===== src/design/pos_drive_consts.vh =====
// Purpose : Shared constants for the positioner clutch magnet drive control
// Assumes : 100 MHz system clock, pickup pulses arrive as logic-level pins
// Notes   : Timing counts are derived from times in ns and the clock period
`ifndef POS_DRIVE_CONSTS_VH
`define POS_DRIVE_CONSTS_VH

// ****************************************************************
// Timing
// ****************************************************************
`define CLK_PERIOD_NS   10
`define PULSE_MIN_NS    1000
`define PULSE_MIN_CYC   ((`PULSE_MIN_NS + `CLK_PERIOD_NS - 1) / `CLK_PERIOD_NS)
`define FILT_CNT_W      8

// ****************************************************************
// Field positions and codes
// ****************************************************************
`define CHAN_COUNT      3
`define PICK_PHASE_POS  0
`define PICK_PHASE_NEG  1
`define PICK_CODE_NEG   2
`define PICK_COUNT      3
`define PHASE_ZERO      1'b0
`define PHASE_ONE       1'b1
`define RST_PHASE       1'b0
`define RST_POS         3'h0

`endif


===== src/design/magnet_channel.v =====
// Purpose : One eccentric's clutch magnet pair selection
// Assumes : load_i is a one-cycle pulse at the negative code timing pulse
// Notes   : Magnets hold their state between loads; both off while disabled
`include "pos_drive_consts.vh"

module magnet_channel (
   input  wire sys_clk_i,   // System clock
   input  wire rst_i,       // Synchronous reset, active high
   input  wire load_i,      // Start of excitation interval
   input  wire enable_i,    // Drive permitted
   input  wire phase_i,     // Phase that applies to the coming interval
   input  wire code_i,      // Code bit for this eccentric
   input  wire single_i,    // Spring replaces the left magnet
   output reg  left_o,      // Left-pull magnet drive
   output reg  right_o      // Right-pull magnet drive
);

   // ****************************************************************
   // Selection
   // ****************************************************************
   reg right_sel;
   reg left_sel;

   // Exclusive-OR chooses the direction; the spring variant uses plain OR
   always @* begin
      if (single_i) begin
         right_sel = phase_i | code_i;
         left_sel  = 1'b0;
      end else begin
         right_sel = phase_i ^ code_i;
         left_sel  = ~(phase_i ^ code_i);
      end
   end

   // Drive only changes on the load pulse, so it stands for the whole
   // interval and stays on through the coupled rotation
   always @(posedge sys_clk_i) begin
      if (rst_i) begin
         left_o  <= 1'b0;
         right_o <= 1'b0;
      end else if (!enable_i) begin
         left_o  <= 1'b0;
         right_o <= 1'b0;
      end else if (load_i) begin
         left_o  <= left_sel;
         right_o <= right_sel;
      end
   end

endmodule // magnet_channel


===== src/design/positioner_magnet_drive.v =====
// Purpose : Clutch magnet drive control for a three-bit digital positioner
// Assumes : Pickup and code inputs are asynchronous pins; code source holds
//           its bits stable across the negative code timing pulse
// Notes   : The positive code timing pulse belongs to companion equipment
//           and has no port here
`include "pos_drive_consts.vh"

module positioner_magnet_drive #(
   parameter integer CHANNELS = `CHAN_COUNT,    // Positioner bits
   parameter integer FILT_W   = `FILT_CNT_W     // Pulse filter counter width
) (
   input  wire                sys_clk_i,        // System clock, 100 MHz
   input  wire                rst_i,            // Synchronous reset, active high
   input  wire                phase_pos_i,      // Phase pickup positive pulse
   input  wire                phase_neg_i,      // Phase pickup negative pulse
   input  wire                code_neg_i,       // Code timing negative pulse
   input  wire [CHANNELS-1:0] code_bit_i,       // Code bits from the source
   input  wire                single_mag_i,     // Spring-return variant fitted
   output wire [CHANNELS-1:0] mag_left_o,       // Left-pull magnet drives
   output wire [CHANNELS-1:0] mag_right_o,      // Right-pull magnet drives
   output reg                 phase_o,          // Phase of current interval
   output reg  [CHANNELS-1:0] pos_sel_o,        // Selected output position
   output reg                 running_o         // Magnet drive active
);

   // ****************************************************************
   // Input synchronisers and pulse filters
   // ****************************************************************
   // Filter limit cut to the counter width on purpose
   localparam [31:0]       PULSE_LAST_W = `PULSE_MIN_CYC - 1;
   localparam [FILT_W-1:0] PULSE_LAST   = PULSE_LAST_W[FILT_W-1:0];

   wire [`PICK_COUNT-1:0] pick_raw;
   wire [`PICK_COUNT-1:0] pick_pulse;

   assign pick_raw[`PICK_PHASE_POS] = phase_pos_i;
   assign pick_raw[`PICK_PHASE_NEG] = phase_neg_i;
   assign pick_raw[`PICK_CODE_NEG]  = code_neg_i;

   // Each pickup line must stay asserted for the filter time before it
   // counts; reluctance pickups ring, and a glitch would move a magnet
   genvar p;
   generate
      for (p = 0; p < `PICK_COUNT; p = p + 1) begin : g_pick
         reg              meta_reg;
         reg              sync_reg;
         reg [FILT_W-1:0] cnt_reg;

         // Two-stage synchroniser; only the second stage is read
         always @(posedge sys_clk_i) begin
            if (rst_i) begin
               meta_reg <= 1'b0;
               sync_reg <= 1'b0;
            end else begin
               meta_reg <= pick_raw[p];
               sync_reg <= meta_reg;
            end
         end

         // Qualify width; the count parks at its limit so it fires once
         always @(posedge sys_clk_i) begin
            if (rst_i) begin
               cnt_reg <= {FILT_W{1'b0}};
            end else if (!sync_reg) begin
               cnt_reg <= {FILT_W{1'b0}};
            end else if (cnt_reg != PULSE_LAST) begin
               cnt_reg <= cnt_reg + 1'b1;
            end
         end

         assign pick_pulse[p] = sync_reg && (cnt_reg == PULSE_LAST - 1'b1);
      end
   endgenerate

   // Only the negative code timing pulse reaches the control
   wire timing_pulse = pick_pulse[`PICK_CODE_NEG];
   wire ph_pos_pulse = pick_pulse[`PICK_PHASE_POS];
   wire ph_neg_pulse = pick_pulse[`PICK_PHASE_NEG];

   // ****************************************************************
   // Code bit and mode synchronisers
   // ****************************************************************
   reg [CHANNELS-1:0] code_meta_reg;
   reg [CHANNELS-1:0] code_sync_reg;
   reg                mode_meta_reg;
   reg                mode_sync_reg;

   // Level inputs from outside the clock domain
   always @(posedge sys_clk_i) begin
      if (rst_i) begin
         code_meta_reg <= {CHANNELS{1'b0}};
         code_sync_reg <= {CHANNELS{1'b0}};
         mode_meta_reg <= 1'b0;
         mode_sync_reg <= 1'b0;
      end else begin
         code_meta_reg <= code_bit_i;
         code_sync_reg <= code_meta_reg;
         mode_meta_reg <= single_mag_i;
         mode_sync_reg <= mode_meta_reg;
      end
   end

   // ****************************************************************
   // Phase tracking
   // ****************************************************************
   reg  next_phase_reg;
   reg  next_phase_next;
   reg  fresh_reg;
   reg  fresh_next;
   reg  phase_now;

   // A pulse comes half a revolution ahead of the stationary phase it
   // announces: a positive pulse means the left hole is travelling down,
   // so the coming dwell is phase one; negative means phase zero
   always @* begin
      next_phase_next = next_phase_reg;
      if (ph_pos_pulse && !ph_neg_pulse) begin
         next_phase_next = `PHASE_ONE;
      end else if (ph_neg_pulse && !ph_pos_pulse) begin
         next_phase_next = `PHASE_ZERO;
      end
   end

   // Fresh flag: a phase pulse arriving with the timing pulse wins
   always @* begin
      fresh_next = fresh_reg;
      if (timing_pulse) begin
         fresh_next = 1'b0;
      end
      if (ph_pos_pulse ^ ph_neg_pulse) begin
         fresh_next = 1'b1;
      end
   end

   // Phase for the interval that starts now; without a new pickup pulse
   // the phases simply alternate every positioner cycle
   always @* begin
      if (ph_pos_pulse ^ ph_neg_pulse) begin
         phase_now = next_phase_next;
      end else if (fresh_reg) begin
         phase_now = next_phase_reg;
      end else begin
         phase_now = ~phase_o;
      end
   end

   always @(posedge sys_clk_i) begin
      if (rst_i) begin
         next_phase_reg <= `RST_PHASE;
         fresh_reg      <= 1'b0;
      end else begin
         next_phase_reg <= next_phase_next;
         fresh_reg      <= fresh_next;
      end
   end

   // ****************************************************************
   // Sequencer
   // ****************************************************************
   localparam [1:0] S_IDLE = 2'h0;   // No phase reference yet
   localparam [1:0] S_SYNC = 2'h1;   // Phase known, waiting for timing
   localparam [1:0] S_RUN  = 2'h2;   // Driving magnets each interval

   reg  [1:0] state_reg;
   reg  [1:0] state_next;
   wire       load_now;

   // Drive starts only once the phase is known, so the first interval
   // cannot couple a pin into the wrong disc
   always @* begin
      case (state_reg)
         S_IDLE: begin
            state_next = (ph_pos_pulse ^ ph_neg_pulse) ? S_SYNC : S_IDLE;
         end
         S_SYNC: begin
            state_next = timing_pulse ? S_RUN : S_SYNC;
         end
         S_RUN: begin
            state_next = S_RUN;
         end
         default: begin
            state_next = S_IDLE;
         end
      endcase
   end

   assign load_now = timing_pulse && (state_next == S_RUN);

   // Interval bookkeeping; phase, code and running flag captured at the negative timing pulse
   always @(posedge sys_clk_i) begin
      if (rst_i) begin
         state_reg <= S_IDLE;
         phase_o   <= `RST_PHASE;
         pos_sel_o <= `RST_POS;
         running_o <= 1'b0;
      end else begin
         state_reg <= state_next;
         if (load_now) begin
            phase_o   <= phase_now;
            pos_sel_o <= code_sync_reg;
            running_o <= 1'b1;
         end
      end
   end

   // Mode is taken with the code so a change cannot split an interval
   reg single_reg;

   always @(posedge sys_clk_i) begin
      if (rst_i) begin
         single_reg <= 1'b0;
      end else if (load_now) begin
         single_reg <= mode_sync_reg;
      end
   end

   // ****************************************************************
   // Magnet channels
   // ****************************************************************
   // Selection is made at the timing pulse, ahead of the dwell, so the
   // pin is already pushed when the hole stops
   genvar c;
   generate
      for (c = 0; c < CHANNELS; c = c + 1) begin : g_chan
         magnet_channel u_chan (
            .sys_clk_i (sys_clk_i),
            .rst_i     (rst_i),
            .load_i    (load_now),
            .enable_i  (state_reg != S_IDLE),
            .phase_i   (phase_now),
            .code_i    (code_sync_reg[c]),
            .single_i  (load_now ? mode_sync_reg : single_reg),
            .left_o    (mag_left_o[c]),
            .right_o   (mag_right_o[c])
         );
      end
   endgenerate

endmodule // positioner_magnet_drive


===== config.mk =====
export PLATFORM = sky130hd
export DESIGN_NAME = positioner_magnet_drive
export DESIGN_NICKNAME = d
export VERILOG_FILES = /design/src/design/magnet_channel.v /design/src/design/positioner_magnet_drive.v
export VERILOG_INCLUDE_DIRS = /design/src /design/src/design
export SDC_FILE = /design/constraint.sdc
export NUM_CORES = 1
export LEC_CHECK = 0
export BUFFER_PORTS_ARGS = -buffer_cell sky130_fd_sc_hd__buf_4
export CORE_MARGIN = 5
export CORE_UTILIZATION = 55
export CTS_BUF_LIST = sky130_fd_sc_hd__clkbuf_4
export CTS_CLUSTER_SIZE = 40
export DETAILED_ROUTE_END_ITERATION = 8
export PLACE_DENSITY = 0.81
export SKIP_CTS_REPAIR_TIMING = 1
export SYNTH_ARGS = -nofsm -noshare
export SYNTH_HDL_FRONTEND = slang
export SYNTH_SLANG_ARGS = --single-unit

===== constraint.sdc =====
create_clock -name sys_clk_i -period 5.7 [get_ports sys_clk_i]
set_clock_uncertainty 0.15 [all_clocks]
set_input_delay 1.14 -clock sys_clk_i [delete_from_list [all_inputs] [get_ports sys_clk_i]]
set_output_delay 1.14 -clock sys_clk_i [all_outputs]
set_load 0.01 [all_outputs]

Word-level counts from Yosys, hierarchy flattened --
Index checks and enable logic that the tools add are counted.
Word-level totals: flip-flop bits (word level) 54, logic and storage cells 84
Cells by class: add/subtract/negate cells 3, equality and inequality tests 9, multiplexer cells 16, bitwise gates (word level) 15, reductions and logical operators 15
Operators with widths (count):
- adder 8 x 1 -> 8 bit (second input constant) | 3
- equality test 8 x 7 -> 1 bit (second input constant) | 3
- != test 8 x 7 -> 1 bit (second input constant) | 3
- 2-to-1 mux 1 bit | 14
- inverter 1 bit | 8
- OR reduction 2 bit | 4
- logical AND 1 bit | 6
- one-hot mux 2 bit (3 select lines) | 1
- equality test 2 bit (second input constant) | 2
- nonzero test 2 bit | 2
- bitwise XOR 1 bit | 4
- bitwise OR 1 bit | 3
- equality test 2 x 1 -> 1 bit (second input constant) | 1
- zero test 1 bit | 2
- zero test 2 bit | 1
- 2-to-1 mux 2 bit | 1

Logic depth before layout (Yosys ltp) --
Gate-level depths: netlist of the first run.
depth in word-level cells 10, mapped depth 11

Hierarchy --
Synthesis of the first run repeated with hierarchy kept, for this count alone.
Unflattened totals: cells, all modules 254, area, all modules 2312.2 um^2
Modules (own cells, without submodules):
- positioner_magnet_drive | times used 1, cells each 215, area an instance 1970.6 um^2, seq. area each 960.9 um^2
- magnet_channel | times used 3, cells each 13, area an instance 113.9 um^2, seq. area each 40.0 um^2

Worst setup path before layout of the first run --
Ideal clock, no wire load.
path type reg2reg, start point register g_pick[0].cnt_reg[2], end point register g_chan[0].u_chan.right_o, setup time 0.122 ns, arrival time 2.214 ns, data required time 5.428 ns, slack 3.214 ns, cell stages (with the launch flop) 9, buffers on the path 0, clock period less this slack 2.486 ns, path through dfxtp_1 nor4_1 and2_0 and3_1 ha_1 o31ai_1 ha_1 mux2i_1 a211oi_1
Between the ends: word-level cells in the longest chain between the ends 9, elaborated cells on any way between the ends 17
RTL lines:
- start: declaration | RTL line positioner_magnet_drive.v:47 | reg [FILT_W-1:0] cnt_reg;
- start signal: assignment | RTL line positioner_magnet_drive.v:63 | cnt_reg <= {FILT_W{1'b0}};
- start signal: assignment | RTL line positioner_magnet_drive.v:65 | cnt_reg <= {FILT_W{1'b0}};
- start signal: assignment | RTL line positioner_magnet_drive.v:67 | cnt_reg <= cnt_reg + 1'b1;
- equality test 8 x 7 -> 1 bit (*) | RTL line positioner_magnet_drive.v:71 | assign pick_pulse[p] = sync_reg && (cnt_reg == PULSE_LAST - 1'b1);
- logical AND 1 bit (*) | RTL line positioner_magnet_drive.v:71
- bitwise XOR 1 bit / zero test 1 bit (equally long branches) | RTL line positioner_magnet_drive.v:138, positioner_magnet_drive.v:173, positioner_magnet_drive.v:119
- 2-to-1 mux 1 bit / logical AND 1 bit (equally long branches) | RTL line positioner_magnet_drive.v:173, positioner_magnet_drive.v:119
- one-hot mux 2 bit (3 select lines) / 2-to-1 mux 1 bit (equally long branches) | RTL line positioner_magnet_drive.v:171, positioner_magnet_drive.v:119
- equality test 2 bit / 2-to-1 mux 1 bit (equally long branches) | RTL line positioner_magnet_drive.v:187, positioner_magnet_drive.v:117
- logical AND 1 bit / 2-to-1 mux 1 bit (equally long branches) | RTL line positioner_magnet_drive.v:187, positioner_magnet_drive.v:138
- 2-to-1 mux 1 bit, or another cell as far along
- 2-to-1 mux 1 bit | RTL line magnet_channel.v:26 | if (single_i) begin
- end signal: assignment | RTL line magnet_channel.v:46 | right_o <= right_sel;
- end: declaration | RTL line magnet_channel.v:15 | output reg right_o
Every way passes the cells marked *; elsewhere a longest branch is shown, timed or not. A chain may end at the register's enable or synchronous reset.

Worst setup path after layout of the first run --
Ends and elaborated chain as after synthesis.

==> qor.yml, run 1 <==
hold_path:
  min_path_type: "flop to flop"
global_route:
  grt_pass1_wl_um: 6617
  first_global_vias: 1543
  grtUsageTotal_pct: 15.35
  gr-total-overflow: 0
  antenna_found_initial: 0
  grt_max_degree: 30
synth:
  syn_inst: 251
  yosysSeqAreaShare_pct: 46.41
  synth.most_common_cell: "dfxtp_1"
  synth-edff-count: 0
  syn_area_mm2: 0.002286
  ys.flop_type: "dfxtp_1"
  ys_ff_latch: 53
  synth_area_leader_cell: "dfxtp_1"
  yosys_warnings: 0
  syn_nets: 271
  synth.area.top_cells: "dfxtp_1, ha_1, nor2b_1"
  ys_types: 33
  syn_avg_cell_area_um2: 9.107
  synth_top_area_share_pct: 46.41
  yosys-top-cells-count: "dfxtp_1, nor2_1, nand3_1"
  synth-async-reset-ratio_pct: 0
routing:
  wl_um: 3716
  via_per_inst: 5.261
  dr.pass1.iters: 4
  drt-initial-drc-count: 54
  topRoutingLayerUsed: "met4"
  drtAntennaViolNets: 0
  wl_met1_um: 1806
  routedWlPerCell_um: 11.83
  vias: 1652
  wl_met2_um: 1715
  wl_met3_um: 142
  drc_errors: 0
cells_and_area:
  antenna_cells: 0
  area_growth_pct: 7.772
  final_net_count: 283
  drive_gt1_share_pct: 13.26
  largest_reg_flops: 24
place:
  hpwlAfterDp_um: 2697
  numPortBuffers: 19
  globalplace.congestion: 0.8373
  pre_cts_ws_ps: 2931
setup_path:
  cp-start-kind: "flop"
  path_delay_family: "simple AND/OR/NAND/NOR gates"
  critical_path_class: "flop to flop"
  cp.required_ps: 5850
  crit_fanout: 6
  cpMostUsedCell: "ha_1"
  cp_data_arrival_time_ps: 3000
  worstPathBufferInverterCount: 0
  cpPeakStageDelay_ps: 540
  slowest_stage: "nor4_1"
  critical_path.cell_chain: "nor4_1, and2_0, and3_1, ha_1, o31ai_1, ha_1, mux2i_1, a211oi_1"
  crit_path_end_kind: "flop"
power_and_ir_drop:
  switching_share_pct: 23.98
  internal_power_mw: 0.4381
  clockPowerShare_pct: 31.7
  p_sw_mw: 0.1382
  power_density_mw_per_mm2: 233.9
  power_mw: 0.5763
  comb_power_share_pct: 2.7
  p_leak_nw: 0.9087
  vdd_drop_max_mv: 0.1718
  seqPwrFrac_pct: 65.7
die:
  die_h_um: 74.47
  die_area_mm2: 0.005546
  die_w_um: 74.47
  rows: 23
  core_area_mm2: 0.004029
  pin_count: 20
  start_util_pct: 56.74
cts:
  clock_latency_ps: 390
  cts-htree-levels: 2
  cts_tree: "yes"
  root_buffer: "clkbuf_4"
  cts_num_sinks: 53
  clk_pin_slew_ps: 170
  cts_buffers: 5
  cts_buffer_depth: 2
sta:
  slew_viol_final: 0
  period_needed_ps: 2851
  rsz0062_at_grt: "no"
  worst_pin_slew_ps: 590.6
  setup_violations: 0
  relSlewSlack_pct: 60.26
  setup_slack_ps: 2849
  max_freq_mhz: 350.7
  hold_violations: 0
  post-route-period-util_pct: 50.02
  fin_setup_tns_ps: 0
run_status:
  status: "completed"
run:
  drv_cap: 0
metal layers:
| metal | up-vias | track usage [%] |
|---|---|---|
| met2 | 21 | 25.37 |
| li1 | 866 | - |
| met1 | 758 | 18.76 |
| met3 | 7 | 5.000 |
| met5 | - | 0 |
| met4 | 0 | 5.336 |
area by class of cell:
type | instances | area [um2]
clock buffers | 5 | 37.54
inverters | 14 | 52.55
clock inverters | 3 | 28.78
repair buffers | 20 | 150.1
fillers | 348 | 1565
well taps | 50 | 62.56
flip-flops and latches | 53 | 1061
multi-input cells | 169 | 1071
power groups by stage:
stage | logic [mW] | registers (mW) | clock network [mW]
after floorplan | 0.0114 | 0.385 | 0
after global placement | 0.0152 | 0.386 | 0
after detailed placement | 0.0157 | 0.386 | 0
after CTS | 0.0158 | 0.378 | 0.190
after global routing | 0.0178 | 0.379 | 0.202
final | 0.0155 | 0.378 | 0.182
logic make-up (layout without fill, tap and decap cells):
group | after synthesis | after routing | synth area share, %
AO/OA/AOI/OAI | 33 | 33 | 8.922
flip-flops | 53 | 53 | 46.41
adder cells (fa/ha/maj) | 11 | 11 | 6.021
multiplexers | 4 | 4 | 1.806
XOR/XNOR | 15 | 15 | 5.747
buffers and inverters | 29 | 42 | 6.732
AND/OR/NAND/NOR | 106 | 106 | 24.36
worst register-to-register path, cell delays in order, from the launching register on:
cell	delay, ps
dfxtp_1	380
nor4_1	540
and2_0	190
and3_1	180
ha_1	280
o31ai_1	480
ha_1	340
mux2i_1	140
a211oi_1	90
final timing paths:
path                                      endpoint  slack [ps]  cells after the start                         startpoint
max          g_chan[0].u_chan.right_o$_SDFFE_PP0N_        2850                      8  g_pick[0].cnt_reg[2]$_SDFFE_PP0P_
min                    code_sync_reg[2]$_SDFF_PP0_         300                      1        code_meta_reg[2]$_SDFF_PP0_
max reg2reg  g_chan[0].u_chan.right_o$_SDFFE_PP0N_        2850                      8  g_pick[0].cnt_reg[2]$_SDFFE_PP0P_
min reg2reg            code_sync_reg[2]$_SDFF_PP0_         300                      1        code_meta_reg[2]$_SDFF_PP0_
placed cells by master, fill, tap and decap left out, drive strengths merged, types with 2 or more instances in the layout:
cell type,count
dfxtp,53
nor2,21
buf,20
nand3,16
inv,16
nor2b,15
nand2,15
a21oi,12
ha,11
nor3,10
xnor2,8
a211oi,7
o21ai,7
xor2,7
nand2b,6
or3,6
and3,5
clkbuf,5
o31ai,4
and2,4
nor4,3
mux2i,3
or4,2
stage by stage:
stage | utilization (%) | hold slack [ps] | area [um2] | std cells
floorplan | - | 263.8 | 2286 | 251
finish | 61.15 | 304.7 | 2464 | 314
CTS | 61.15 | 306.8 | 2464 | 314
global route | 61.15 | 320.2 | 2464 | 314
detailed placement | 59.50 | 272.0 | 2397 | 306
global placement | 59.50 | 269.2 | 2397 | 306
(Power assumes the default switching activity.)
==> run 2, diff against run 1 <==
--- a/config.mk
+++ b/config.mk
@@ -12,7 +12,7 @@
 export CTS_BUF_LIST = sky130_fd_sc_hd__clkbuf_4
 export CTS_CLUSTER_SIZE = 40
 export DETAILED_ROUTE_END_ITERATION = 8
-export PLACE_DENSITY = 0.81
+export PLACE_DENSITY = 0.84
 export SKIP_CTS_REPAIR_TIMING = 1
 export SYNTH_ARGS = -nofsm -noshare
 export SYNTH_HDL_FRONTEND = slang
==> constraint.sdc (replaced) <==
create_clock -name sys_clk_i -period 2.6 [get_ports sys_clk_i]
set_clock_uncertainty 0.15 [all_clocks]
set_input_delay 0.52 -clock sys_clk_i [delete_from_list [all_inputs] [get_ports sys_clk_i]]
set_output_delay 0.52 -clock sys_clk_i [all_outputs]
set_load 0.01 [all_outputs]
==> qor.yml, run 2 (synthesis gave the netlist of run 1 again) <==
place:
  numPortBuffers: 19  # unchanged
  globalplace.congestion: 0.8224  # -1.8%
  hpwlAfterDp_um: 2832  # +5.0%
die:
  die_w_um: 74.47  # unchanged
  die_h_um: 74.47  # unchanged
  start_util_pct: 56.74  # unchanged
  die_area_mm2: 0.005546  # unchanged
  core_area_mm2: 0.004029  # unchanged
  rows: 23  # unchanged
  pin_count: 20  # unchanged
cts:
  cts-htree-levels: 2  # unchanged
  cts_num_sinks: 53  # unchanged
  root_buffer: "clkbuf_4"
  clk_pin_slew_ps: 160  # about the same
  cts_buffer_depth: 2  # unchanged
  cts_tree: "yes"
  clock_latency_ps: 380  # about the same
  cts_buffers: 5  # unchanged
power_and_ir_drop:
  seqPwrFrac_pct: 61.6  # -4.1 points
  power_mw: 1.347  # +130%
  switching_share_pct: 21.81  # -2.2 points
  comb_power_share_pct: 2.6  # about the same
  vdd_drop_max_mv: 0.3671  # +110%
  p_leak_nw: 0.9468  # +4.2%
  internal_power_mw: 1.053  # +140%
  clockPowerShare_pct: 35.8  # +4.1 points
  power_density_mw_per_mm2: 527.5  # +130%
  p_sw_mw: 0.2938  # +110%
hold_path:
  worstHoldEndpoint: "g_pick[0].meta_reg$_SDFF_PP0_"
  min_path_type: "primary input to flop"
  hold_path_startpoint: "phase_pos_i"
  hold_depth: 2  # +1
setup_path:
  cpPeakStageDelay_ps: 350  # -190 ps
  critical_path.cell_chain: "nor4_2, and2_0, and3_1, ha_2, o211ai_1, o31ai_4, ha_1, mux2i_1, a211oi_1"
  crit_fanout: 5  # -1
  cp.depth: 9  # +1
  crit_start: "g_pick[0].cnt_reg[2]$_SDFFE_PP0P_"
  r2r_start: "g_pick[0].cnt_reg[2]$_SDFFE_PP0P_"
  critical_path_class: "flop to flop"
  crit_path_end_kind: "flop"
  ff2ff_setup_slack_ps: 110  # -2740 ps
  worstPathBufferInverterCount: 0  # unchanged
  r2r_cells: 9  # +1
  slowest_stage: "dfxtp_1"
  path_delay_family: "simple AND/OR/NAND/NOR gates"
  cp-start-kind: "flop"
  cp.required_ps: 2760  # -3090 ps
  cp_data_arrival_time_ps: 2660  # -340 ps
  reg2reg_to: "g_chan[1].u_chan.right_o$_SDFFE_PP0N_"
routing:
  vias: 1695  # +2.6%
  drtAntennaViolNets: 0  # unchanged
  drt-initial-drc-count: 97  # +80%
  wl_um: 3998  # +7.6%
  via_per_inst: 5.313  # +0.99%
  drc_errors: 0  # unchanged
  dr.pass1.iters: 4  # unchanged
  routedWlPerCell_um: 12.53  # +5.9%
global_route:
  grtUsageTotal_pct: 15.84  # +0.50 points
  grt_pass1_wl_um: 6844  # +3.4%
  grt_max_degree: 30  # unchanged
  antenna_found_initial: 0  # unchanged
  first_global_vias: 1617  # +4.8%
  gr-total-overflow: 0  # unchanged
cells_and_area:
  num-fill-cells: 328  # -5.7%
  final_net_count: 288  # +1.8%
  drive_gt1_share_pct: 16.73  # +3.5 points
  antenna_cells: 0  # unchanged
  largest_reg_flops: 24  # unchanged
  mostFrequentLayoutCells: "dfxtp_1, buf_4, nor2_1"
  area_growth_pct: 11.71
  layout_commonest_cell: "dfxtp_1"
sta:
  worst_pin_slew_ps: 393.5  # -197.1 ps
  slew_viol_final: 0  # unchanged
  hold_violations: 0  # unchanged
  relSlewSlack_pct: 73.56  # +13 points
  fin_setup_tns_ps: 0  # unchanged
  period_needed_ps: 2493  # -358.4 ps
  rsz0062_at_grt: "yes"
  post-route-period-util_pct: 95.88  # +46 points
  setup_violations: 0  # unchanged
  max_freq_mhz: 401.1  # +14%
run_status:
  status: "completed"
run:
  drv_cap: 0  # unchanged
==> run 2: cell types whose count changed in the layout (fill, tap and decap cells not counted), sizes merged <==
cell	change
buf	+5
inv	-1
bufinv	+1
==> run 2: worst max path at each step <==
| stage | to |
|---|---|
| finish | g_chan[1].u_chan.right_o$_SDFFE_PP0N_ |
| global route | g_chan[2].u_chan.right_o$_SDFFE_PP0N_ |
| CTS | g_chan[2].u_chan.right_o$_SDFFE_PP0N_ |
| detailed placement | g_chan[1].u_chan.right_o$_SDFFE_PP0N_ |
| global placement | g_chan[0].u_chan.right_o$_SDFFE_PP0N_ |
| floorplan | g_chan[0].u_chan.right_o$_SDFFE_PP0N_ |
==> run 2: cell type report <==
| cell class | count | area (um2) | area share, % |
|---|---|---|---|
| Tap cell | 50 | 62.56 | 2.450 |
| Timing Repair Buffer | 25 | 187.7 | 7.349 |
| Sequential cell | 53 | 1061 | 41.55 |
| Clock buffer | 5 | 37.54 | 1.470 |
| Clock inverter | 3 | 50.05 | 1.960 |
| Inverter | 14 | 52.55 | 2.058 |
| Multi-Input combinational cell | 169 | 1102 | 43.17 |
==> run 2: stage by stage <==
stage                     utilization (%)  worst slack [ps]  area (um2)  hold slack, ps  instances
final                               63.39             107.0        2554           185.1        319
after floorplan                         -             113.9        2286           263.8        251
after global routing                63.39            -28.58        2554           171.0        319
after CTS                           62.42            -51.72        2515           176.6        318
after detailed placement            60.25            -3.902        2427           272.0        310
after global placement              60.25             30.04        2427           266.1        310
==> run 2: routing by layer <==
layer / global-route usage [%] / vias to the layer above / part of all wire (%)
li1: - / 874 / -
met1: 19.25 / 798 / 44
met2: 26.93 / 19 / 51
met3: 4.054 / 4 / 3.6
met4: 5.929 / 0 / 1.1
met5: 0 / - / 0
==> run 2: power by group through the flow <==
stage | logic (mW) | clock network [mW] | registers (mW)
final | 0.0345 | 0.482 | 0.830
after global routing | 0.0393 | 0.538 | 0.832
after CTS | 0.0355 | 0.494 | 0.830
after detailed placement | 0.0349 | 0 | 0.847
after global placement | 0.0336 | 0 | 0.847
after floorplan | 0.0251 | 0 | 0.845
==> run 2: worst reg2reg max path, cell delays in order (launching register included) <==
cell and delay, ps:
dfxtp_1 350, nor4_2 320, and2_0 170, and3_1 190, ha_2 320, o211ai_1 180, o31ai_4 150, ha_1 320
mux2i_1 70, a211oi_1 220
==> run 3, diff against run 2 <==
--- a/config.mk
+++ b/config.mk
@@ -10,6 +10,7 @@
 export CORE_MARGIN = 5
 export CORE_UTILIZATION = 55
 export CTS_BUF_LIST = sky130_fd_sc_hd__clkbuf_4
+export CTS_CLUSTER_DIAMETER = 80
 export CTS_CLUSTER_SIZE = 40
 export DETAILED_ROUTE_END_ITERATION = 8
 export PLACE_DENSITY = 0.84
==> constraint.sdc (replaced) <==
create_clock -name sys_clk_i -period 2.1 [get_ports sys_clk_i]
set_clock_uncertainty 0.15 [all_clocks]
set_input_delay 0.42 -clock sys_clk_i [delete_from_list [all_inputs] [get_ports sys_clk_i]]
set_output_delay 0.42 -clock sys_clk_i [all_outputs]
set_load 0.01 [all_outputs]
==> qor.yml, run 3 (synthesis gave the netlist of run 1 again) <==
run_status:
  status: "complete, but fails checks"
  failed_checks: "setup timing"
routing:
  routedWlPerCell_um: 12.40  # -1.0%
  vias: 1765  # +4.1%
  wl_um: 4217  # +5.5%
  drt-initial-drc-count: 87  # -10%
  drtAntennaViolNets: 0  # unchanged
  dr.pass1.iters: 4  # unchanged
  drc_errors: 0  # unchanged
  via_per_inst: 5.191  # -2.3%
sta:
  hold_violations: 0  # unchanged
  setup_violations: 6  # +6
  post-route-period-util_pct: 110.7  # +15 points
  rsz0062_at_grt: "yes"
  finalHoldWorstSlack_ps: 89.90  # -95.20 ps
  max_freq_mhz: 430.3  # +7.3%
  relSlewSlack_pct: 69.19  # -4.4 points
  slew_viol_final: 0  # unchanged
  worst_pin_slew_ps: 458.6  # +65.10 ps
  period_needed_ps: 2324  # -169.1 ps
  setup_slack_ps: -223.9  # -330.9 ps
cts:
  cts_buffers: 5  # unchanged
  cts_buffer_depth: 2  # unchanged
  cts_tree: "yes"
  clk_pin_slew_ps: 160  # about the same
  cts_num_sinks: 53  # unchanged
  clock_latency_ps: 380  # about the same
  cts-htree-levels: 2  # unchanged
  root_buffer: "clkbuf_4"
cells_and_area:
  largest_reg_flops: 24  # unchanged
  area_growth_pct: 20.74
  antenna_cells: 0  # unchanged
  layout_commonest_cell: "dfxtp_1"
  mostFrequentLayoutCells: "dfxtp_1, buf_4, nor2_1"
  drive_gt1_share_pct: 24.83  # +8.1 points
  stdcell_area_mm2: 0.002760  # +8.1%
  final_net_count: 309  # +7.3%
power_and_ir_drop:
  vdd_drop_max_mv: 0.3996  # +8.8%
  power_density_mw_per_mm2: 599.6  # +14%
  p_leak_nw: 1.070  # +13%
die:
  die_area_mm2: 0.005546  # unchanged
  die_h_um: 74.47  # unchanged
  pin_count: 20  # unchanged
  core_area_mm2: 0.004029  # unchanged
  rows: 23  # unchanged
  die_w_um: 74.47  # unchanged
  start_util_pct: 56.74  # unchanged
setup_path:
  cp_data_arrival_time_ps: 2480  # -180 ps
  critical_path_class: "flop to flop"
  critical_path.cell_chain: "nor4_4, and2_1, and3_4, ha_4, o211ai_1, o31ai_4, ha_1, mux2i_1, a211oi_1"
  cpPeakStageDelay_ps: 370  # +20 ps
  slowest_stage: "dfxtp_2"
  crit_fanout: 3  # -2
  cp-start-kind: "flop"
  cp.required_ps: 2260  # -500 ps
  crit_path_end_kind: "flop"
global_route:
  grt_pass1_wl_um: 7327  # +7.1%
  gr-usage-met2_pct: 29.37  # +2.4 points
  use_met3_pct: 4.054  # unchanged
  top_usage_layer: "met2"
  first_global_vias: 1715  # +6.1%
  grtUsageTotal_pct: 17.05  # +1.2 points
  use_met1_pct: 20.41  # +1.2 points
  antenna_found_initial: 0  # unchanged
  grt_max_degree: 30  # unchanged
  gr-total-overflow: 0  # unchanged
hold_path:
  min_path_type: "primary input to flop"
place:
  hpwlAfterDp_um: 3054  # +7.8%
  globalplace.congestion: 0.8379  # +1.9%
  numPortBuffers: 19  # unchanged
  placed_area_mm2: 0.002635  # +8.6%
  pre_cts_ws_ps: -173.0  # -169.1 ps
run:
  drv_cap: 0  # unchanged
-- run 3: routing by layer --
metal	routed length, um	vias up
li1	-	916
met1	1907	821
met2	2089	23
met3	152	5
met4	67	0
met5	0	-
-- run 3: worst paths after layout --
path                                     start  cells past startpoint  slack [ps]                               endpoint
max          g_pick[0].cnt_reg[7]$_SDFFE_PP0P_                      9        -220  g_chan[0].u_chan.right_o$_SDFFE_PP0N_
min                               single_mag_i                      2          90               mode_meta_reg$_SDFF_PP0_
min reg2reg        code_meta_reg[1]$_SDFF_PP0_                      1         310            code_sync_reg[1]$_SDFF_PP0_
max reg2reg  g_pick[0].cnt_reg[7]$_SDFFE_PP0P_                      9        -220  g_chan[0].u_chan.right_o$_SDFFE_PP0N_
-- run 3: stage by stage --
stage / TNS [ps] / utilization (%) / instances / total power [mW]
global placement: -531.0 / 65.40 / 329 / 1.093
CTS: -1016 / 67.48 / 337 / 1.671
detailed placement: -769.4 / 65.40 / 329 / 1.095
finish: -994.6 / 68.51 / 340 / 1.655
global route: -1545 / 68.51 / 340 / 1.722
floorplan: -464.6 / - / 251 / 1.077
-- run 3: layout make-up --
cell class | count | area, um2
fillers | 312 | 1269
inverters | 14 | 52.55
multi-input cells | 169 | 1152
clock buffers | 6 | 45.04
well taps | 50 | 62.56
repair buffers | 46 | 345.3
flip-flops and latches | 53 | 1064
clock inverters | 2 | 38.79
-- run 3: power breakdown --
group | internal (mW) | switching, mW | leakage, nW
Sequential | 1.02 | 0.00631 | 0.431
Clock | 0.267 | 0.316 | 0.0459
Combinational | 0.0244 | 0.0216 | 0.593
-- run 3: worst max-delay path: cells and delay by family (launching register included) --
| kind | cells | cell delay (ps) |
|---|---|---|
| multiplexers | 1 | 80 |
| adder cells (fa/ha/maj) | 2 | 550 |
| flip-flops | 1 | 370 |
| AND/OR/NAND/NOR | 3 | 610 |
| AO/OA/AOI/OAI | 3 | 480 |
